## src/sarc_pkg.sv

```systemverilog
// Shared constants and types of the converter control block.
package sarc_pkg;

    // Result width and resolution selection.
    localparam int SARC_BITS = 12;
    localparam logic [3:0] RES_FULL = 4'hC;

    // Timing.
    localparam int CLK_HZ = 40000000;
    localparam int CLK_NS = 25;
    localparam int INT_OSC_HZ = 545000;
    localparam int INT_DIV = CLK_HZ / INT_OSC_HZ;
    localparam int CONV_MAX_NS = 25000;
    localparam int CONV_MAX_CYC = CONV_MAX_NS / CLK_NS;

    // Register offsets (byte addresses).
    localparam logic [7:0] ADDR_CTRL = 8'h00;
    localparam logic [7:0] ADDR_STS = 8'h04;
    localparam logic [7:0] ADDR_MASK = 8'h08;
    localparam logic [7:0] ADDR_RES = 8'h0C;

    // Control fields.
    localparam int CTRL_RES_LSB = 0;
    localparam int CTRL_INT_BIT = 4;
    localparam int CTRL_OBN_BIT = 5;
    localparam logic [5:0] CTRL_RST = 6'h3F;

    // Status, mask and result fields.
    localparam int STS_DONE_BIT = 0;
    localparam int STS_IGN_BIT = 1;
    localparam logic [1:0] STS_RST = 2'h0;
    localparam logic [1:0] MASK_RST = 2'h0;
    localparam int RES_BUSY_BIT = 12;
    localparam logic [11:0] PDATA_RST = 12'hFFF;

    typedef enum logic [2:0] {
        ST_IDLE = 3'b001,
        ST_ARM = 3'b010,
        ST_RUN = 3'b100
    } sarc_state_t;

endpackage

```

## src/sarc_clk_if.sv

```systemverilog
// Conversion clock signals between the clock generator and the sequencer.
`timescale 1ns/100ps
`default_nettype none
interface sarc_clk_if;
    logic tick;
    logic lvl;
    logic int_sel;
    logic restart;
    modport gen (input int_sel, input restart, output tick, output lvl);
    modport usr (output int_sel, output restart, input tick, input lvl);
endinterface
`default_nettype wire

```

## src/sarc_clkgen.sv

```systemverilog
// Conversion clock source: internal divider or synchronised external clock.
`timescale 1ns/100ps
`default_nettype none
module sarc_clkgen import sarc_pkg::*; #(
    parameter logic [7:0] DIV = 8'(INT_DIV)
) (
    // System
    input wire logic clk,
    input wire logic resetn,
    // External clock pin
    input wire logic ext_clk_pin,
    // Clock to the sequencer
    sarc_clk_if.gen cif
);

    localparam logic [7:0] HALF = {1'b0, DIV[7:1]};

    typedef struct packed {
        logic s1;
        logic s2;
        logic s3;
        logic [7:0] cnt;
        logic ilvl;
    } sarc_clkgen_t;

    sarc_clkgen_t r;
    sarc_clkgen_t n;
    logic int_tick;

    ////////////////////////////////////////////////////////////////////////
    assign int_tick = !cif.restart && (r.cnt == DIV - 8'h01);

    always_comb begin
        n = r;
        n.s1 = ext_clk_pin;
        n.s2 = r.s1;
        n.s3 = r.s2;
        // A restart begins in the low half so the first tick is a true edge.
        if (cif.restart) begin
            n.cnt = HALF;
        end else if (int_tick) begin
            n.cnt = 8'h00;
        end else begin
            n.cnt = r.cnt + 8'h01;
        end
        n.ilvl = (n.cnt < HALF);
    end

    assign cif.tick = cif.int_sel ? int_tick : (r.s2 & ~r.s3);
    assign cif.lvl = cif.int_sel ? r.ilvl : r.s2;

    always_ff @(posedge clk or negedge resetn) begin
        if (!resetn) begin
            r <= '{s1: 1'b0, s2: 1'b0, s3: 1'b0, cnt: 8'h00, ilvl: 1'b0};
        end else begin
            r <= n;
        end
    end
endmodule
`default_nettype wire

```

## src/sarc_top.sv

```systemverilog
// Successive-approximation conversion control with register port and pins.
//
// Notes on behaviour
// - Twelve-bit result, one bit per step, MSB first.
// - Internal clock finishes full conversion within 25 us.
// - Host may truncate conversion below twelve bits.
// - External clock may replace the internal one.
// - Parallel, serial, clock and status outputs provided.
// - Unconnected inputs read as logic high.
// - Own approximation register and 545 kHz clock.
// - Parallel code complementary straight, offset or twos.
// - Serial is NRZ, straight or offset, no twos.
// - Twelve data bits plus clock, status, serial out.
// - Lowest input gives all ones.
// - All zeros marks the top of range.
// - Bit n decided on clock pulse n plus one.
// - Convert pulses during conversion are ignored.
// - Serial data only during conversion, MSB first.
// - Codes active low; inverted MSB output separately.
//
// Added by the designer: the register offsets and the strobed register port.
`timescale 1ns/100ps
`default_nettype none
module sarc_top import sarc_pkg::*; (
    // System
    input wire logic clk,
    input wire logic resetn,
    // Register port
    input wire logic [7:0] reg_addr,
    input wire logic [31:0] reg_wdata,
    input wire logic reg_wr,
    input wire logic reg_rd,
    output logic [31:0] reg_rdata,
    output logic irq,
    // Converter pins in
    input wire logic convert_pin,
    input wire logic ext_clk_pin,
    input wire logic comp_hi_pin,
    // Converter pins out
    output logic [11:0] dac_code,
    output logic [11:0] data_n,
    output logic msb_inv,
    output logic status,
    output logic clock_out,
    output logic serial_out
);

    typedef struct packed {
        sarc_state_t st;
        logic [1:0] cv_sy;
        logic cv_d;
        logic [1:0] cmp_sy;
        logic [11:0] sar;
        logic [3:0] step;
        logic [11:0] pdata;
        logic msbi;
        logic busy;
        logic ckout;
        logic ser;
        logic [5:0] ctrl;
        logic [1:0] sts;
        logic [1:0] mask;
        logic [31:0] rdata;
        logic restart;
    } sarc_main_t;

    localparam sarc_main_t MAIN_RST = '{
        st: ST_IDLE,
        cv_sy: 2'h0,
        cv_d: 1'b0,
        cmp_sy: 2'h0,
        sar: 12'h000,
        step: 4'h0,
        pdata: PDATA_RST,
        msbi: 1'b0,
        busy: 1'b0,
        ckout: 1'b0,
        ser: 1'b1,
        ctrl: CTRL_RST,
        sts: STS_RST,
        mask: MASK_RST,
        rdata: 32'h0000_0000,
        restart: 1'b0
    };

    // Open or zero selections mean full resolution, like a floating pin.
    function automatic logic [3:0] res_of(input logic [3:0] f);
        return (f == 4'h0 || f > RES_FULL) ? RES_FULL : f;
    endfunction

    sarc_main_t r;
    sarc_main_t n;
    logic cv_rise;
    logic done_ev;
    logic ign_ev;
    logic sts_rd;
    logic [3:0] res;
    logic [3:0] dec_idx;

    sarc_clk_if cif ();

    sarc_clkgen u_clkgen (
        .clk(clk),
        .resetn(resetn),
        .ext_clk_pin(ext_clk_pin),
        .cif(cif.gen)
    );

    ////////////////////////////////////////////////////////////////////////
    assign cv_rise = r.cv_sy[1] & ~r.cv_d;
    assign res = res_of(r.ctrl[CTRL_RES_LSB +: 4]);
    assign dec_idx = RES_FULL - r.step;
    assign sts_rd = reg_rd && (reg_addr == ADDR_STS);
    assign cif.int_sel = r.ctrl[CTRL_INT_BIT];
    assign cif.restart = r.restart;

    always_comb begin
        n = r;
        done_ev = 1'b0;
        ign_ev = 1'b0;
        n.cv_sy = {r.cv_sy[0], convert_pin};
        n.cv_d = r.cv_sy[1];
        n.cmp_sy = {r.cmp_sy[0], comp_hi_pin};
        n.restart = 1'b0;
        unique case (r.st)
            ST_IDLE: begin
                if (cv_rise) begin
                    n.st = ST_ARM;
                    n.busy = 1'b1;
                    n.sar = 12'h000;
                    n.step = 4'h0;
                    n.ser = 1'b1;
                end
            end
            ST_ARM: begin
                // The pulse clears the sequencer; work starts when it ends.
                if (!r.cv_sy[1]) begin
                    n.st = ST_RUN;
                    n.restart = 1'b1;
                end
            end
            ST_RUN: begin
                if (cv_rise) begin
                    ign_ev = 1'b1;
                end
                if (cif.tick) begin
                    n.step = r.step + 4'h1;
                    if (r.step == 4'h0) begin
                        n.sar[11] = 1'b1;
                    end else begin
                        n.sar[dec_idx] = r.cmp_sy[1];
                        n.ser = ~r.cmp_sy[1];
                        if (r.step == res) begin
                            n.st = ST_IDLE;
                            n.busy = 1'b0;
                            done_ev = 1'b1;
                            n.pdata = ~n.sar;
                            // Offset binary becomes twos complement by its MSB.
                            if (!r.ctrl[CTRL_OBN_BIT]) begin
                                n.pdata[11] = n.sar[11];
                            end
                            n.msbi = n.sar[11];
                        end else begin
                            n.sar[dec_idx - 4'h1] = 1'b1;
                        end
                    end
                end
            end
            default: begin
                n.st = ST_IDLE;
                n.busy = 1'b0;
            end
        endcase
        n.ckout = (r.st == ST_RUN) && cif.lvl;

        // Register port: a hardware event wins over the clearing read.
        n.sts = (r.sts & ~{2{sts_rd}}) | {ign_ev, done_ev};
        n.rdata = 32'h0000_0000;
        if (reg_rd) begin
            case (reg_addr)
                ADDR_CTRL: n.rdata[5:0] = r.ctrl;
                ADDR_STS: n.rdata[1:0] = r.sts;
                ADDR_MASK: n.rdata[1:0] = r.mask;
                ADDR_RES: n.rdata[12:0] = {r.busy, r.pdata};
                default: n.rdata = 32'h0000_0000;
            endcase
        end
        if (reg_wr) begin
            case (reg_addr)
                ADDR_CTRL: n.ctrl = reg_wdata[5:0];
                ADDR_MASK: n.mask = reg_wdata[1:0];
                default: n.mask = r.mask;
            endcase
        end
    end

    always_ff @(posedge clk or negedge resetn) begin
        if (!resetn) begin
            r <= MAIN_RST;
        end else begin
            r <= n;
        end
    end

    ////////////////////////////////////////////////////////////////////////
    assign reg_rdata = r.rdata;
    assign irq = |(r.sts & r.mask);
    assign dac_code = r.sar;
    assign data_n = r.pdata;
    assign msb_inv = r.msbi;
    assign status = r.busy;
    assign clock_out = r.ckout;
    assign serial_out = r.ser;

    ////////////////////////////////////////////////////////////////////////
    // Helper for the conversion time check: cycles spent in the run state.
    localparam int CONV_LIM = CONV_MAX_CYC;
    logic [10:0] run_cnt;

    always_ff @(posedge clk or negedge resetn) begin
        if (!resetn) begin
            run_cnt <= 11'h000;
        end else if (r.st != ST_RUN) begin
            run_cnt <= 11'h000;
        end else if (run_cnt != 11'h7FF) begin
            run_cnt <= run_cnt + 11'h001;
        end
    end
endmodule
`default_nettype wire

```

## config.mk

```make
export PLATFORM = sky130hd
export DESIGN_NAME = sarc_top
export DESIGN_NICKNAME = d
export VERILOG_FILES = /design/src/sarc_pkg.sv /design/src/sarc_clk_if.sv /design/src/sarc_clkgen.sv /design/src/sarc_top.sv
export SDC_FILE = /design/constraint.sdc
export NUM_CORES = 1
export LEC_CHECK = 0
export BUFFER_PORTS_ARGS = -buffer_cell sky130_fd_sc_hd__buf_2
export CAP_MARGIN = 10
export CORE_MARGIN = 3
export CORE_UTILIZATION = 45
export CTS_BUF_LIST = sky130_fd_sc_hd__clkbuf_8
export DETAILED_ROUTE_END_ITERATION = 10
export PLACE_DENSITY = 0.82
export SLEW_MARGIN = 0
export SYNTH_ARGS = -nofsm -noshare
export SYNTH_HDL_FRONTEND = slang
export SYNTH_HIERARCHICAL = 1
export SYNTH_SLANG_ARGS = --single-unit
export TNS_END_PERCENT = 30
```

## constraint.sdc

```tcl
create_clock -name clk -period 2.55 [get_ports clk]
set_input_delay 0.1275 -clock clk [delete_from_list [all_inputs] [get_ports clk]]
set_output_delay 0.1275 -clock clk [all_outputs]
set_load 0.02 [all_outputs]
```

==> impl_results.md <==
* Worst Setup End Kind: flop
* Most used DFF post-synth: dfrtp_1
* Data required, critical path at 2820 ps
* # nets final at 500
* Filler Cell Count at 763
* Post-Syn Instances at 402
* Clock buffer depth at 2
* Netlist Area Pre-Place at 4230 um2
* Die Height at 103 um
* Grt total ovfl at 0
* Global-route layer with the greatest usage: met2
* Async SR Flop Fraction at 100%
* GRT met1 Usage at between 20 and 25%
* Worst Path Arrival at 2810 ps
* Worst setup startpoint: u_clkgen/r[1]
* FF-to-FF Start: u_clkgen/r[1]
* Die area at 10,600 um2
* Ant diodes at 0
* Global placement routability congestion at just under 0.9
* P&R area growth vs syn at 10.7%
* Pins Over Slew Limit at 0
* WS Path Type: reg2reg
* Dpl hpwl at 6.25 mm
* # H-tree levels at 3
* Avg WL per Cell at around 16 um
* R2r endpoint: dac_code[1]
* Post-synthesis register bit count at 76
* Share of cells above drive strength 1 at 36.5%
* Post-Syn Area per Cell at between 10 and 15 um2
* Core Rows at 34
* Worst skew pair latency at 360 ps
* Routed vias/inst at 5.42
* Distinct cell type count after synthesis at 62
* Final setup viols at 0
* CTS sink count at 76
* Worst Max-Slew Pin Slew at 914 ps
* Ports at roughly 110
* Vias at 3,035
* Worst min path class: in2reg
* Crit path capture: dac_code[1]
* Period utilization at between 90 and 100%
* DR pass1 iterations at 5
* Gr usage total at 16.5%
* Clk_skew at 14.9 ps
* Cells on worst reg2reg path at 11
* Antenna violations before repair at 0
* Peak Freq at 394 MHz
* Initial Utilization at ~47%
* Tmin final at roughly 2500 ps
* Max-Cap Viols at 0
* RSZ-0062 raised after global routing: yes
* Core area at between 8000 and 9000 um2
* WL final at 8.98 mm
* Number of global-route vias before repair at 2,839
* Sequential element share of the synthesized area at 45.6%
* Post-DRT Antenna Nets at 0
* # port buffers at 62
* Root Driver: clkbuf_8
* Hold WS at 16.8 ps
* First-pass GRT wire length at about 14 mm
* Clock Pin Slew Worst Setup and Hold Paths at 90 ps
* Worst slew margin at 39.1%
* Met3 Usage GRT at 4.13%
* CTS tree: built
* Pwr per Cell Area at 608 nW/um2
* Endpoints failing hold at 0
* Number of synthesized flops with an enable pin at 0
* Num CTS Buffers at 9
* DRC viols at 0
* DR iter-0 viols at approximately 360
* Leakage power figure at ~2.3 nW
* DP Area at 4370 um2
* R2r setup slk at 10 ps
* Die X at 103 um
* Largest net degree at the start of global routing at 77
* Max IR drop VDD at 289 uV
* Crit path launch type: flop
* Final instance area at 4680 um2
* Status: completed
* Most frequent cells in the layout: buf_2 (61), dfrtp_1 (56), nand2_1 (39)
* Critical-path maximum fanout at 4
* Commonest non-fill, non-tap cell in the layout: buf_2
* Met2 usage at between 20% and 30%
* Yosys synthesis warning count at 6
cell families after synthesis:
family	count (synthesis)	share of synthesized area (%)
AND/OR/NAND/NOR	124	15.2
adder cells (fa/ha/maj)	6	1.78
AO/OA/AOI/OAI	63	10.7
XOR/XNOR	13	2.69
multiplexers	35	10.4
flip-flops	76	45.6
buffers and inverters	84	13.5
other	1	0.0888
sequential cells by signal, indices dropped and copies added, names as in the netlist, 2 cells and up:
| name | cells |
|---|---|
| r | 18 |
| u_clkgen/n | 2 |
| n | 3 |
| u_clkgen/r | 10 |
| dac_code | 12 |
| reg_rdata | 13 |
| data_n | 12 |
power breakdown:
group	total, mW	switching (mW)	internal (mW)
registers	1.39	0.0817	1.31
logic	0.602	0.333	0.269
clock network	0.855	0.490	0.364
total	2.84	0.905	1.94
layer usage:
layer / vias to the layer above / wire (um)
li1: 1412 / -
met5: - / 0
met4: 0 / 153
met3: 16 / 579
met1: 1473 / 3860
met2: 134 / 4390
through the flow:
| step | instances | TNS (ps) | utilization (%) | setup slack [ps] | total power, mW |
|---|---|---|---|---|---|
| 2_1_floorplan | 420 | -1240 | - | -125 | 1.84 |
| 3_3_place_gp | 538 | 0 | 49.0 | 43.1 | 1.96 |
| 3_5_place_dp | 538 | -18.1 | 49.0 | -13.6 | 1.99 |
| 4_1_cts | 558 | -15.1 | 51.5 | -15.1 | 2.86 |
| 5_1_grt | 560 | -1330 | 52.4 | -100 | 3.01 |
| 6_report | 560 | 0 | 52.4 | 11.9 | 2.84 |
final cells by class:
cell class	instances	area, um2	area share [%]
repair buffers	87	522	11.1
clock inverters	7	57.6	1.23
clock buffers	9	124	2.65
flip-flops and latches	76	1930	41.2
inverters	13	48.8	1.04
well taps	108	135	2.89
multi-input cells	260	1870	39.9
synth_stat cells (3+ instances only):
library cell | instances | share of area, %
mux2_2 | 13 | 3.5
a22oi_1 | 5 | 0.89
clkbuf_1 | 6 | 0.53
nand2b_1 | 3 | 0.44
buf_4 | 56 | 9.9
nand2_1 | 40 | 3.6
nand4b_1 | 3 | 0.62
dfstp_2 | 20 | 12
and3_1 | 3 | 0.44
mux2_4 | 9 | 3.2
a21oi_1 | 10 | 1.2
nand3_1 | 8 | 0.95
o221ai_1 | 9 | 1.9
o21ai_0 | 17 | 2.0
inv_1 | 13 | 1.2
nor2_1 | 25 | 2.2
ha_1 | 6 | 1.8
nor3b_1 | 3 | 0.53
buf_6 | 3 | 0.80
mux2i_1 | 11 | 2.6
a22o_1 | 3 | 0.62
or2_2 | 4 | 0.59
nor3_1 | 4 | 0.47
and2_1 | 9 | 1.3
nor2b_1 | 7 | 1.0
xor2_1 | 6 | 1.2
buf_2 | 4 | 0.47
dfrtp_1 | 56 | 33
xnor2_1 | 7 | 1.5
how the worst min path moves through the flow:
stage / start / slack (ps) / to / cells after the start
final: reg_wdata[4] / 20 / cif.int_sel / 2
after global routing: reg_wdata[2] / 10 / r[39] / 2
after CTS: reg_wdata[2] / 4 / r[39] / 2
after detailed placement: ext_clk_pin / 240 / u_clkgen/n[10] / 1
after global placement: comp_hi_pin / 240 / n[76] / 1
after floorplan: resetn / -170 / cif.restart / 0
worst max-delay path: stages (launching register included):
cell and delay, ps:
dfrtp_1 380, inv_1 60, ha_1 130, nand2_1 50, or4_4 440, nor3_4 140
a21o_1 160, nand3b_1 160, nor2_4 140, nand2_2 90, or4b_4 510, o221ai_1 190
repair_timing:
item	in CTS	in global routing
pin swaps	0	4
hold buffers	4	0
buffers inserted	0	2
resized for setup	2	16
endpoints found under the setup margin	5	25
endpoints found under the hold margin	59	0
Power figures use the tool's default switching activity.
